$ cat src/design/bert_pkg.sv
// Package with register map, field layouts and types of the pattern tester counters.
package bert_pkg;

  // Register byte addresses on the APB bus.
  localparam logic [11:0] ADDR_CONTROL = 12'h500;
  localparam logic [11:0] ADDR_PAT_LOW = 12'h508;
  localparam logic [11:0] ADDR_PAT_HIGH = 12'h50C;
  localparam logic [11:0] ADDR_BIT_LOW = 12'h510;
  localparam logic [11:0] ADDR_BIT_HIGH = 12'h514;
  localparam logic [11:0] ADDR_ERR_STATUS = 12'h518;
  localparam logic [11:0] ADDR_ERR_HIGH = 12'h51C;

  // Reset values.
  localparam logic [15:0] CONTROL_RESET = 16'h0000;
  localparam logic [15:0] PATTERN_RESET = 16'h0000;

  // Status bit positions in the error count low and status register.
  localparam int STAT_SYNC = 0;
  localparam int STAT_ECO = 1;
  localparam int STAT_BCO = 2;
  localparam int STAT_BED = 3;
  localparam int STAT_LOS = 4;
  localparam int STAT_RA0 = 5;
  localparam int STAT_RA1 = 6;
  localparam int STAT_ERR_LSB = 8;

  // Synchronizer figures.
  localparam logic [5:0] LOCK_RUN = 6'h20;
  localparam logic [6:0] ERR_WINDOW = 7'h40;
  localparam logic [2:0] ERR_LIMIT = 3'h6;
  localparam logic [4:0] ALL_SAME_RUN = 5'h1F;

  // Pattern select codes.
  typedef enum logic [2:0] {
    PAT_PRBS7 = 3'b000,
    PAT_PRBS11 = 3'b001,
    PAT_PRBS15 = 3'b010,
    PAT_QRSS = 3'b011,
    PAT_REPEAT = 3'b100,
    PAT_ALTWORD = 3'b101,
    PAT_ILL6 = 3'b110,
    PAT_ILL7 = 3'b111
  } pat_sel_e;

  // Synchronizer states.
  typedef enum logic [0:0] {
    SYNC_SEARCH = 1'b0,
    SYNC_LOCKED = 1'b1
  } sync_e;

  // Control register layout, bit 15 first.
  typedef struct packed {
    logic lockChangeIrqEnable;
    logic bitErrorIrqEnable;
    logic overflowIrqEnable;
    logic spare12;
    logic [3:0] repLength;
    logic spare7;
    logic txInvert;
    logic rxInvert;
    pat_sel_e patternSelect;
    logic counterLoadStrobe;
    logic resync;
  } ctrl_s;

  // Latched status flags.
  typedef struct packed {
    logic allOnes;
    logic allZeros;
    logic lossOfLock;
    logic bitError;
    logic bitOverflow;
    logic errOverflow;
  } flags_s;

endpackage : bert_pkg

$ cat src/design/bert_pattern_counters_status.sv
// Receive pattern checker with bit and error counters, status flags and APB registers.
//
// Functional notes
// - Pattern bits used least significant first.
// - Alternating mode swaps lower and upper words.
// - Bit counter counts every received bit.
// - Counters keep running when out of lock.
// - Load strobe rise snapshots counts for host.
// - Bit counter saturates and flags overflow.
// - Error counter counts mismatched bits.
// - Error counter saturates and flags overflow.
// - Lock after 32 matching bits in row.
// - Six errors in 64 bits drop lock.
// - Error overflow flag latched, read clears.
// - Bit overflow flag latched, read clears.
// - Bit error flag latched only in lock.
// - Loss flag set on search, read clears.
// - All zeros flag after 31 zeros.
// - All ones flag after 31 ones.
// - Error count split across two registers.
// - Bit count read as two words.
// - Load strobe rise also restarts internal counts.
// - Select field picks pattern, illegal codes.
// - Enables gate overflow, error, lock events.
`timescale 1ns/1ps

module bert_pattern_counters_status #(
  parameter int ALT_REPEAT = 1
) (
  // System clock and reset.
  input wire logic clk_sys,
  input wire logic srst,
  // APB slave.
  input wire logic psel,
  input wire logic penable,
  input wire logic pwrite,
  input wire logic [11:0] paddr,
  input wire logic [31:0] pwdata,
  output logic [31:0] prdata,
  output logic pready,
  output logic pslverr,
  // Received bit stream from the assigned port.
  input wire logic rxClk,
  input wire logic rxData,
  // Event request gated by the enable bits.
  output logic testerAlert,
  // Unlatched lock indicator.
  output logic syncLocked
);
  import bert_pkg::*;

  ////////////////////////////////////////////////////////////////////////////////
  // Register storage.

  ctrl_s control_q; // Control register.
  logic [31:0] pattern_q; // Pattern store, bit 0 sent and compared first.
  logic [31:0] bitSnap_q; // Host copy of the bit count.
  logic [23:0] errSnap_q; // Host copy of the error count.
  flags_s flags_q; // Latched status flags.
  logic lockChange_q; // Sticky change of lock state.
  logic [31:0] prdata_q; // Read data captured in the setup cycle.
  logic [5:0] readMask_q; // Flags shown by the status read in progress.

  wire setupPhase = psel & ~penable;
  wire accessDone = psel & penable;
  wire wrDone = accessDone & pwrite;
  wire statusRead = accessDone & ~pwrite & (paddr == ADDR_ERR_STATUS);

  // Address decode; anything outside the map answers with an error.
  logic mapped;
  always_comb
  begin
    case (paddr)
      ADDR_CONTROL, ADDR_PAT_LOW, ADDR_PAT_HIGH, ADDR_BIT_LOW,
      ADDR_BIT_HIGH, ADDR_ERR_STATUS, ADDR_ERR_HIGH: mapped = 1'b1;
      default: mapped = 1'b0;
    endcase
  end

  // Zero wait state slave; read data is already in a flop by the access phase.
  assign pready = 1'b1;
  assign pslverr = accessDone & ~mapped;
  assign prdata = prdata_q;

  // Control and pattern writes; read only registers ignore writes.
  always_ff @(posedge clk_sys)
  begin
    if (srst)
    begin
      control_q <= ctrl_s'(CONTROL_RESET);
      pattern_q <= {PATTERN_RESET, PATTERN_RESET};
    end
    else if (wrDone)
    begin
      if (paddr == ADDR_CONTROL)
        control_q <= ctrl_s'(pwdata[15:0]);
      if (paddr == ADDR_PAT_LOW)
        pattern_q[15:0] <= pwdata[15:0];
      if (paddr == ADDR_PAT_HIGH)
        pattern_q[31:16] <= pwdata[15:0];
    end
  end

  ////////////////////////////////////////////////////////////////////////////////
  // Link sampling: the bit clock is foreign, so it and the data pass two flops.

  logic [2:0] clkSync_q; // Bit clock synchroniser plus edge history.
  logic [1:0] datSync_q; // Data synchroniser.
  always_ff @(posedge clk_sys)
  begin
    if (srst)
    begin
      clkSync_q <= 3'h0;
      datSync_q <= 2'h0;
    end
    else
    begin
      clkSync_q <= {clkSync_q[1:0], rxClk};
      datSync_q <= {datSync_q[0], rxData};
    end
  end

  // Rising bit clock edge marks one received bit; optional inversion applied.
  wire bitStrobe = clkSync_q[1] & ~clkSync_q[2];
  wire rxBit = datSync_q[1] ^ control_q.rxInvert;

  ////////////////////////////////////////////////////////////////////////////////
  // Expected pattern and synchronizer.

  sync_e syncState_q; // Search or locked.
  logic [6:0] prbs_q; // Pseudorandom generator state.
  logic [4:0] patPtr_q; // Bit index into the pattern store.
  logic wordSel_q; // Upper word active in alternating mode.
  logic [7:0] wordRep_q; // Words sent of the current alternating half.
  logic [5:0] matchRun_q; // Consecutive matches while searching.
  logic [6:0] winCnt_q; // Bits seen in the current error window.
  logic [2:0] winErr_q; // Errors seen in the current error window.
  logic resyncPrev_q; // Previous resync bit for edge detection.
  logic expBit; // Expected bit now.
  logic modeOk; // Select code supported by this checker.

  // The chosen code picks the source of the expected bit.
  always_comb
  begin
    expBit = 1'b0;
    modeOk = 1'b1;
    case (control_q.patternSelect)
      PAT_PRBS7: expBit = prbs_q[6] ^ prbs_q[5];
      PAT_REPEAT: expBit = pattern_q[patPtr_q];
      PAT_ALTWORD: expBit = pattern_q[{wordSel_q, patPtr_q[3:0]}];
      default: modeOk = 1'b0;
    endcase
  end

  wire mismatch = rxBit ^ expBit;
  wire resyncRise = control_q.resync & ~resyncPrev_q;
  wire lockGain = bitStrobe && syncState_q == SYNC_SEARCH && modeOk && !mismatch
    && matchRun_q == LOCK_RUN - 6'h01;
  wire lockLose = bitStrobe && syncState_q == SYNC_LOCKED && mismatch
    && winErr_q == ERR_LIMIT - 3'h1;
  wire searchStart = resyncRise | lockLose;

  // Lock state: 32 matches lock, six errors in a 64 bit window unlock.
  always_ff @(posedge clk_sys)
  begin
    if (srst)
      syncState_q <= SYNC_SEARCH;
    else if (searchStart || !modeOk)
      syncState_q <= SYNC_SEARCH;
    else if (lockGain)
      syncState_q <= SYNC_LOCKED;
  end

  // Match run counter used while searching.
  always_ff @(posedge clk_sys)
  begin
    if (srst || searchStart || syncState_q == SYNC_LOCKED)
      matchRun_q <= 6'h00;
    else if (bitStrobe)
      matchRun_q <= mismatch ? 6'h00 : matchRun_q + 6'h01;
  end

  // Error window: restarts every 64 bits while locked.
  always_ff @(posedge clk_sys)
  begin
    if (srst || syncState_q == SYNC_SEARCH)
    begin
      winCnt_q <= 7'h00;
      winErr_q <= 3'h0;
    end
    else if (bitStrobe)
    begin
      if (winCnt_q == ERR_WINDOW - 7'h01)
      begin
        winCnt_q <= 7'h00;
        winErr_q <= 3'h0;
      end
      else
      begin
        winCnt_q <= winCnt_q + 7'h01;
        winErr_q <= winErr_q + {2'h0, mismatch};
      end
    end
  end

  // Pattern phase. While searching a mismatch slips the phase by holding it,
  // and the pseudorandom state reseeds from the line so it predicts the line after seven bits.
  always_ff @(posedge clk_sys)
  begin
    if (srst)
    begin
      prbs_q <= 7'h7F;
      patPtr_q <= 5'h00;
      wordSel_q <= 1'b0;
      wordRep_q <= 8'h00;
      resyncPrev_q <= 1'b0;
    end
    else
    begin
      resyncPrev_q <= control_q.resync;
      if (bitStrobe)
      begin
        prbs_q <= {prbs_q[5:0], syncState_q == SYNC_LOCKED ? expBit : rxBit};
        if (syncState_q == SYNC_LOCKED || !mismatch)
        begin
          patPtr_q <= patPtr_q + 5'h01;
          if (patPtr_q[3:0] == 4'hF && control_q.patternSelect == PAT_ALTWORD)
          begin
            if (wordRep_q == 8'(ALT_REPEAT - 1))
            begin
              wordRep_q <= 8'h00;
              wordSel_q <= ~wordSel_q;
            end
            else
              wordRep_q <= wordRep_q + 8'h01;
          end
        end
      end
    end
  end

  assign syncLocked = (syncState_q == SYNC_LOCKED);

  ////////////////////////////////////////////////////////////////////////////////
  // Counters and snapshot.

  logic [31:0] bitCnt_q; // Internal received bit count.
  logic [23:0] errCnt_q; // Internal errored bit count.
  logic loadPrev_q; // Previous load strobe.
  wire loadRise = control_q.counterLoadStrobe & ~loadPrev_q;
  wire bitFull = &bitCnt_q;
  wire errFull = &errCnt_q;
  wire errBit = bitStrobe & mismatch; // Counted in or out of lock.
  wire bitOvfSet = bitStrobe & ~bitFull & (bitCnt_q == 32'hFFFFFFFE);
  wire errOvfSet = errBit & ~errFull & (errCnt_q == 24'hFFFFFE);

  // Counters saturate at full scale; a load restarts them, keeping a bit
  // that arrives in the same cycle.
  always_ff @(posedge clk_sys)
  begin
    if (srst)
    begin
      bitCnt_q <= 32'h00000000;
      errCnt_q <= 24'h000000;
      loadPrev_q <= 1'b0;
    end
    else
    begin
      loadPrev_q <= control_q.counterLoadStrobe;
      if (loadRise)
      begin
        bitCnt_q <= {31'h00000000, bitStrobe};
        errCnt_q <= {23'h000000, errBit};
      end
      else
      begin
        if (bitStrobe && !bitFull)
          bitCnt_q <= bitCnt_q + 32'h00000001;
        if (errBit && !errFull)
          errCnt_q <= errCnt_q + 24'h000001;
      end
    end
  end

  // Host copies change only on a load edge.
  always_ff @(posedge clk_sys)
  begin
    if (srst)
    begin
      bitSnap_q <= 32'h00000000;
      errSnap_q <= 24'h000000;
    end
    else if (loadRise)
    begin
      bitSnap_q <= bitCnt_q;
      errSnap_q <= errCnt_q;
    end
  end

  ////////////////////////////////////////////////////////////////////////////////
  // Latched flags. A read clears only the flags it showed, and a new set in the
  // same cycle still wins, so no event slips between capture and clear.

  logic [4:0] zeroRun_q; // Consecutive zeros, saturating at 31.
  logic [4:0] oneRun_q; // Consecutive ones, saturating at 31.
  always_ff @(posedge clk_sys)
  begin
    if (srst)
    begin
      zeroRun_q <= 5'h00;
      oneRun_q <= 5'h00;
    end
    else if (bitStrobe)
    begin
      zeroRun_q <= rxBit ? 5'h00 : (zeroRun_q == ALL_SAME_RUN ? zeroRun_q : zeroRun_q + 5'h01);
      oneRun_q <= !rxBit ? 5'h00 : (oneRun_q == ALL_SAME_RUN ? oneRun_q : oneRun_q + 5'h01);
    end
  end

  flags_s setEv; // Events that set flags this cycle.
  flags_s clrEv; // Flags a status read may clear.
  always_comb
  begin
    setEv.errOverflow = errOvfSet;
    setEv.bitOverflow = bitOvfSet;
    setEv.bitError = errBit & (syncState_q == SYNC_LOCKED);
    setEv.lossOfLock = searchStart;
    setEv.allZeros = (zeroRun_q == ALL_SAME_RUN);
    setEv.allOnes = (oneRun_q == ALL_SAME_RUN);
    clrEv = statusRead ? flags_s'(readMask_q) : flags_s'(6'h00);
  end

  always_ff @(posedge clk_sys)
  begin
    if (srst)
      flags_q <= flags_s'(6'h00);
    else
      flags_q <= flags_s'((flags_q & ~clrEv) | setEv);
  end

  // Lock changes latch for the event request.
  always_ff @(posedge clk_sys)
  begin
    if (srst)
      lockChange_q <= 1'b0;
    else
      lockChange_q <= (lockChange_q & ~statusRead) | lockGain | lockLose;
  end

  // Event request, enabled per class of event.
  always_ff @(posedge clk_sys)
  begin
    if (srst)
      testerAlert <= 1'b0;
    else
      testerAlert <= (control_q.overflowIrqEnable & (flags_q.errOverflow | flags_q.bitOverflow))
        | (control_q.bitErrorIrqEnable & flags_q.bitError)
        | (control_q.lockChangeIrqEnable & lockChange_q);
  end

  ////////////////////////////////////////////////////////////////////////////////
  // Read path, captured in the setup cycle.

  always_ff @(posedge clk_sys)
  begin
    if (srst)
    begin
      prdata_q <= 32'h00000000;
      readMask_q <= 6'h00;
    end
    else if (setupPhase)
    begin
      readMask_q <= flags_q;
      case (paddr)
        ADDR_CONTROL: prdata_q <= {16'h0000, control_q};
        ADDR_PAT_LOW: prdata_q <= {16'h0000, pattern_q[15:0]};
        ADDR_PAT_HIGH: prdata_q <= {16'h0000, pattern_q[31:16]};
        ADDR_BIT_LOW: prdata_q <= {16'h0000, bitSnap_q[15:0]};
        ADDR_BIT_HIGH: prdata_q <= {16'h0000, bitSnap_q[31:16]};
        ADDR_ERR_STATUS: prdata_q <= {16'h0000, errSnap_q[7:0], 1'b0, flags_q,
          syncLocked};
        ADDR_ERR_HIGH: prdata_q <= {16'h0000, errSnap_q[23:8]};
        default: prdata_q <= 32'h00000000;
      endcase
    end
  end
endmodule : bert_pattern_counters_status

$ cat config.mk
export PLATFORM = sky130hd
export DESIGN_NAME = bert_pattern_counters_status
export DESIGN_NICKNAME = d
export VERILOG_FILES = /design/src/design/bert_pkg.sv /design/src/design/bert_pattern_counters_status.sv
export SDC_FILE = /design/constraint.sdc
export NUM_CORES = 1
export LEC_CHECK = 0
export ABC_AREA = 1
export BUFFER_PORTS_ARGS = -buffer_cell sky130_fd_sc_hd__buf_2
export CAP_MARGIN = 30
export CORE_MARGIN = 5
export CORE_UTILIZATION = 45
export DETAILED_ROUTE_END_ITERATION = 8
export GPL_ROUTABILITY_DRIVEN = 1
export PLACE_DENSITY = 0.65
export SLEW_MARGIN = 20
export SYNTH_ARGS = -nofsm -noshare
export SYNTH_HDL_FRONTEND = slang
export SYNTH_SLANG_ARGS = --single-unit
$ cat constraint.sdc
create_clock -name clk_sys -period 2.05 [get_ports clk_sys]
set_input_delay 0.205 -clock clk_sys [delete_from_list [all_inputs] [get_ports clk_sys]]
set_output_delay 0.205 -clock clk_sys [all_outputs]
set_load 0.01 [all_outputs]
# == Word-level counts from Yosys, hierarchy flattened ==
# Index checks and enable logic that the tools add are counted.
# totals
register_bits,261
output_inout_bits,36
# classes
add_sub_neg,9
magnitude_cmp,2
n_eq_ne,19
mux,22
bitwise_logic,42
reduce_logical,37
# op_table
op,count
one-hot mux 16 bit (7 select lines),1
"== test 12 x 11 -> 1 bit, second input constant",7
"adder 32 x 1 -> 32 bit, second input constant",1
"== test 32 bit, second input constant",1
AND reduction 32 bit,1
"adder 24 x 1 -> 24 bit, second input constant",1
"== test 24 bit, second input constant",1
AND reduction 24 bit,1
two-way mux 5 bit,4
AND 1 bit,19
"adder 5 x 1 -> 5 bit, second input constant",3
"less-than comparator 5 x 6 -> 1 bit, second input constant",2
two-way mux 6 bit,2
AND reduction 2 bit,6
inverter 1 bit,11
binary-select mux 1 bit (select 5 bit),2
"== test 5 bit, second input constant",2
logical AND 1 bit,10
"== test 3 bit, second input constant",3
two-way mux 1 bit,9
"adder 8 x 1 -> 8 bit, second input constant",1
logical NOT 8 bit,1
two-way mux 8 bit,1
"adder 7 x 1 -> 7 bit, second input constant",1
23 further kinds,40

# == Depth between registers and ports, before layout ==
# logic_depth
word_depth,9
ltp_mapped,18
mapped_depth_nobuf,17

# == Least setup slack after synthesis ==
# No wires, ideal clock.
# synth_timing
kind,register to register
startpoint,register patPtr_q[0]
endpoint,register winErr_q[2]
setup_ps,67
arrival_ps,1751
required_time_ps,1983
path_slack_ps,232
stages_incl_launch_ff,17
cell_sequence,dfxtp_1 > buf_4 > nand2_1 > nand3_1 > nand2_1 > nand2_1 > nand2_1 > clkinv_1 > nand2_1 > nand2_2 > nand4_2 > a21oi_1 > ha_1 > inv_1 > o21ai_0 > nand2_1 > nor2_1
# synth_between
elab_chain_len,6
# synth_lines
element,line_no,source
"start, declared",bert_pattern_counters_status.sv:132,logic [4:0] patPtr_q;
"start signal, assigned",bert_pattern_counters_status.sv:226,patPtr_q <= patPtr_q + 5'h01;
"binary-select mux 1 bit (select 5 bit), on equally long branches","bert_pattern_counters_status.sv:150, bert_pattern_counters_status.sv:149",
"two-way mux 1 bit, on equally long branches","bert_pattern_counters_status.sv:150, bert_pattern_counters_status.sv:149",
one-hot mux 1 bit (3 select lines) *,bert_pattern_counters_status.sv:147,case (control_q.patternSelect)
XOR 1 bit *,bert_pattern_counters_status.sv:155,wire mismatch = rxBit ^ expBit;
adder 3 x 1 -> 3 bit *,bert_pattern_counters_status.sv:201,"winErr_q <= winErr_q + {2'h0, mismatch};"
two-way mux 3 bit *,bert_pattern_counters_status.sv:193,if (winCnt_q == ERR_WINDOW - 7'h01)
"end signal, assigned",bert_pattern_counters_status.sv:201,
"end, declared",bert_pattern_counters_status.sv:137,logic [2:0] winErr_q;
# Every way passes the cells marked *; elsewhere a longest branch is shown, timed or not. The select of a mux whose other input is x is not followed.
# A chain may end at the register's enable or synchronous reset.

# == Worst setup path in the final report ==
# layout_timing
startpoint,register patPtr_q[0]
endpoint,register winErr_q[1]
# Same word-level chain as after synthesis.

==> flow_metrics.env <==
export IMPL_run_status="finished clean"
export IMPL_detailedPlace_worstSlack_ns=0.0192
export IMPL_period_needed_ns=1.98
export IMPL_synth_top_area_share_pct=40.8
export IMPL_boundaryPins=87
export IMPL_synth_async_sr_flop_share_pct=0
export IMPL_grt_start_max_net_pins=85
export IMPL_width_of_the_chip_um=173
export IMPL_critical_path_endpoint_type="flip-flop"
export IMPL_timing_worst_setup_path_type="flip-flop to flip-flop"
export IMPL_most_common_cell_in_the_synthesized_netlist="sky130_fd_sc_hd__nand2_1"
export IMPL_synth_distinct_cells=41
export IMPL_syn_instance_count=1708
export IMPL_gpl_final_weighted_congestion=0.932
export IMPL_grt_pass1_vias=10799
export IMPL_max_slew_violations=0
export IMPL_clock_sinks=245
export IMPL_grt_setup_unrepaired="yes"
export IMPL_antennaDiodeCount=0
export IMPL_global_route_overflow=0
export IMPL_setup_violations_final=0
export IMPL_peak_freq_ghz=0.506
export IMPL_hp_class="input port to flip-flop"
export IMPL_numCtsBuffers=27
export IMPL_p_leak_nw=5.71
export IMPL_num_vias=11761
export IMPL_grt_pass1_wl_um=55000
export IMPL_routed_wire_length_per_instance_um=15.6
export IMPL_initial_core_util_pct=45.8
export IMPL_cts_htree_levels=1
export IMPL_drc=0
export IMPL_fp_row_count=59
export IMPL_grt_antenna_before_repair=0
export IMPL_num_nets_final=1890
export IMPL_post_synth_main_area_contributors="sky130_fd_sc_hd__dfxtp_1 (41%), sky130_fd_sc_hd__nand2_1 (9.4%), sky130_fd_sc_hd__a21oi_1 (7.3%)"
export IMPL_worstPathRequired_ns=2.50
export IMPL_cts_clk_slew_worst_paths_ns=0.06
export IMPL_synth_commonest_cells="sky130_fd_sc_hd__nand2_1 (301), sky130_fd_sc_hd__dfxtp_1 (245), sky130_fd_sc_hd__inv_1 (188)"
export IMPL_avgViaCountPerCell=5.40
export IMPL_max_slew_worst_pin_slew_ns=0.693
export IMPL_regArea_um2=4910
export IMPL_synth_seq_cells=245
export IMPL_cts_root_buf="sky130_fd_sc_hd__clkbuf_16"
export IMPL_yosysWarnings=0
export IMPL_syn_area_um2=12000
export IMPL_synth_avg_cell_area_um2=7.03
export IMPL_path_max_fanout=6
export IMPL_fp_dieH_um=173
export IMPL_areaGrowthSynthToFinish_pct=20.6
export IMPL_fill_cells=2526
export IMPL_clock_skew_final_ns=0.0177
export IMPL_ir_worst_vdd_mv=0.585
export IMPL_critPathArrivalTime_ns=2.43
export IMPL_fp_dieArea_um2=30100
export IMPL_grt_util_all_layers_pct=21.5
export IMPL_final_hold_viol_count=0
export IMPL_multi_input_area_um2=6130
export IMPL_detail_route_antenna_nets=0
export IMPL_place_detailed_hpwl_um=24000
export IMPL_most_instantiated_flip_flop_cell_in_the_synthesis_netlist="sky130_fd_sc_hd__dfxtp_1"
export IMPL_setup_worst_path_start_class="flip-flop"
export IMPL_synth_edff_count=0
export IMPL_final_hold_worst_slack_ns=0.0396
export IMPL_clkLatencyLatePin_ns=0.54
export IMPL_final_critical_path_setup_slack_ns=0.0738
export IMPL_powerDensity_nw_per_um2=717
export IMPL_share_of_post_route_cells_with_drive_strength_above_1_pct=15.2
export IMPL_clockBufferDepth=3
export IMPL_drt_initial_drc_count=949
export IMPL_post_synth_top_area_cell="sky130_fd_sc_hd__dfxtp_1"
export IMPL_drt_pass1_iter_count=6
export IMPL_core_region_area_um2=26200
export IMPL_synth_seq_area_share_pct=40.8
export IMPL_rrSetupSlack_ns=0.07
export IMPL_period_utilization_pct=96.4
export IMPL_numPortBuffers=53
export IMPL_wirelength_um=34000
export IMPL_tritoncts="yes"
export IMPL_max_cap_violations=0
export IMPL_max_slew_margin_rel_pct=53.8
-- worst max-delay path, stage by stage, from the launching register on --
cell	delay, ns
sky130_fd_sc_hd__dfxtp_4	0.38
sky130_fd_sc_hd__clkbuf_16	0.16
sky130_fd_sc_hd__o211ai_1	0.20
sky130_fd_sc_hd__nand3_2	0.11
sky130_fd_sc_hd__nand3_2	0.07
sky130_fd_sc_hd__nand2_2	0.09
sky130_fd_sc_hd__nand2_4	0.10
sky130_fd_sc_hd__nand3_4	0.10
sky130_fd_sc_hd__nand2_4	0.13
sky130_fd_sc_hd__a21oi_2	0.08
sky130_fd_sc_hd__ha_4	0.27
sky130_fd_sc_hd__nand3_1	0.06
sky130_fd_sc_hd__a21oi_1	0.15
-- registers in the layout, indices dropped and copies added, names as in the netlist, 5 cells and up --
register,flops
readMask_q,6
bitCnt_q,32
oneRun_q,5
patPtr_q,5
winCnt_q,7
flags_q,6
errSnap_q,24
bitSnap_q,32
control_q,16
prdata,16
wordRep_q,8
zeroRun_q,5
matchRun_q,6
pattern_q,32
prbs_q,7
errCnt_q,24
-- power breakdown --
part / switching, mW / total (mW) / internal (mW)
Combinational: 0.352 / 0.566 / 0.214
Sequential: 0.0183 / 4.81 / 4.79
Clock: 1.94 / 5.02 / 3.08
Total: 2.31 / 10.4 / 8.08
-- what timing repair did --
action                                 CTS  global route
endpoints found under the hold margin   30             0
setup endpoints to repair                0            59
setup buffers                            0             4
resized for setup                        0            59
hold buffers                            14             0
-- stage by stage --
stage               util [%]  instance area [um^2]  TNS (ns)  total power, mW  instances
floorplan                  -                 12100         0             5.23       1723
CTS                     54.0                 14100         0             10.4       2171
global route            55.3                 14500    -0.537             10.7       2178
global placement        50.0                 13100         0             5.37       2110
detailed placement      50.0                 13100         0             5.38       2110
finish                  55.3                 14500         0             10.4       2178
-- cells in the final DEF (no fill, tap or decap), types with 13 or more instances in the layout --
master / count
sky130_fd_sc_hd__dfxtp_1: 243
sky130_fd_sc_hd__nand3_1: 104
sky130_fd_sc_hd__o21ai_0: 143
sky130_fd_sc_hd__nand4_1: 70
sky130_fd_sc_hd__clkbuf_16: 29
sky130_fd_sc_hd__nor2_1: 167
sky130_fd_sc_hd__buf_2: 53
sky130_fd_sc_hd__ha_1: 13
sky130_fd_sc_hd__buf_4: 85
sky130_fd_sc_hd__conb_1: 17
sky130_fd_sc_hd__a21oi_1: 172
sky130_fd_sc_hd__xor2_1: 36
sky130_fd_sc_hd__nor3_1: 29
sky130_fd_sc_hd__nor4_1: 13
sky130_fd_sc_hd__o22ai_1: 17
sky130_fd_sc_hd__dlygate4sd3_1: 14
sky130_fd_sc_hd__nand2_1: 296
sky130_fd_sc_hd__inv_1: 187
-- routing by layer --
| layer | wire (um) | part of all wire, % | up-vias | global-route usage (%) |
|---|---|---|---|---|
| met3 | 2040 | 6.0 | 59 | 3.05 |
| li1 | - | - | 5847 | - |
| met2 | 15700 | 46 | 368 | 35.5 |
| met4 | 937 | 2.8 | 0 | 6.02 |
| met1 | 15300 | 45 | 5487 | 29.5 |
| met5 | 0 | 0 | - | 0 |
-- path summary, 6_finish.rpt --
check | start | end | cells past startpoint
worst max register to register | patPtr_q[0] | winErr_q[1] | 12
worst min-delay path | pwdata[15] | pattern_q[15] | 3
worst min register to register | datSync_q[0] | datSync_q[1] | 2
worst max-delay path | patPtr_q[0] | winErr_q[1] | 12
-- logic make-up (layout without fill, tap and decap cells) --
group                    Yosys count  count (layout)  share of synthesized area [%]
AND/OR/NAND/NOR                  734             735                           27.6
flip-flops                       245             245                           40.8
XOR/XNOR                          46              46                           3.35
other                              2              17                         0.0625
adder cells (fa/ha/maj)           14              14                           1.46
buffers and inverters            300             419                           10.5
AO/OA/AOI/OAI                    367             367                           16.1
-- cell type report --
| cell class | count | area share (%) |
|---|---|---|
| multi-input combinational | 1179 | 42.3 |
| sequential | 245 | 33.9 |
| timing repair buffer | 170 | 9.35 |
| inverter | 202 | 5.26 |
| clock buffer | 35 | 5.22 |
| tap | 335 | 2.89 |
| clock inverter | 12 | 1.12 |
Power figures use the tool's default switching activity.
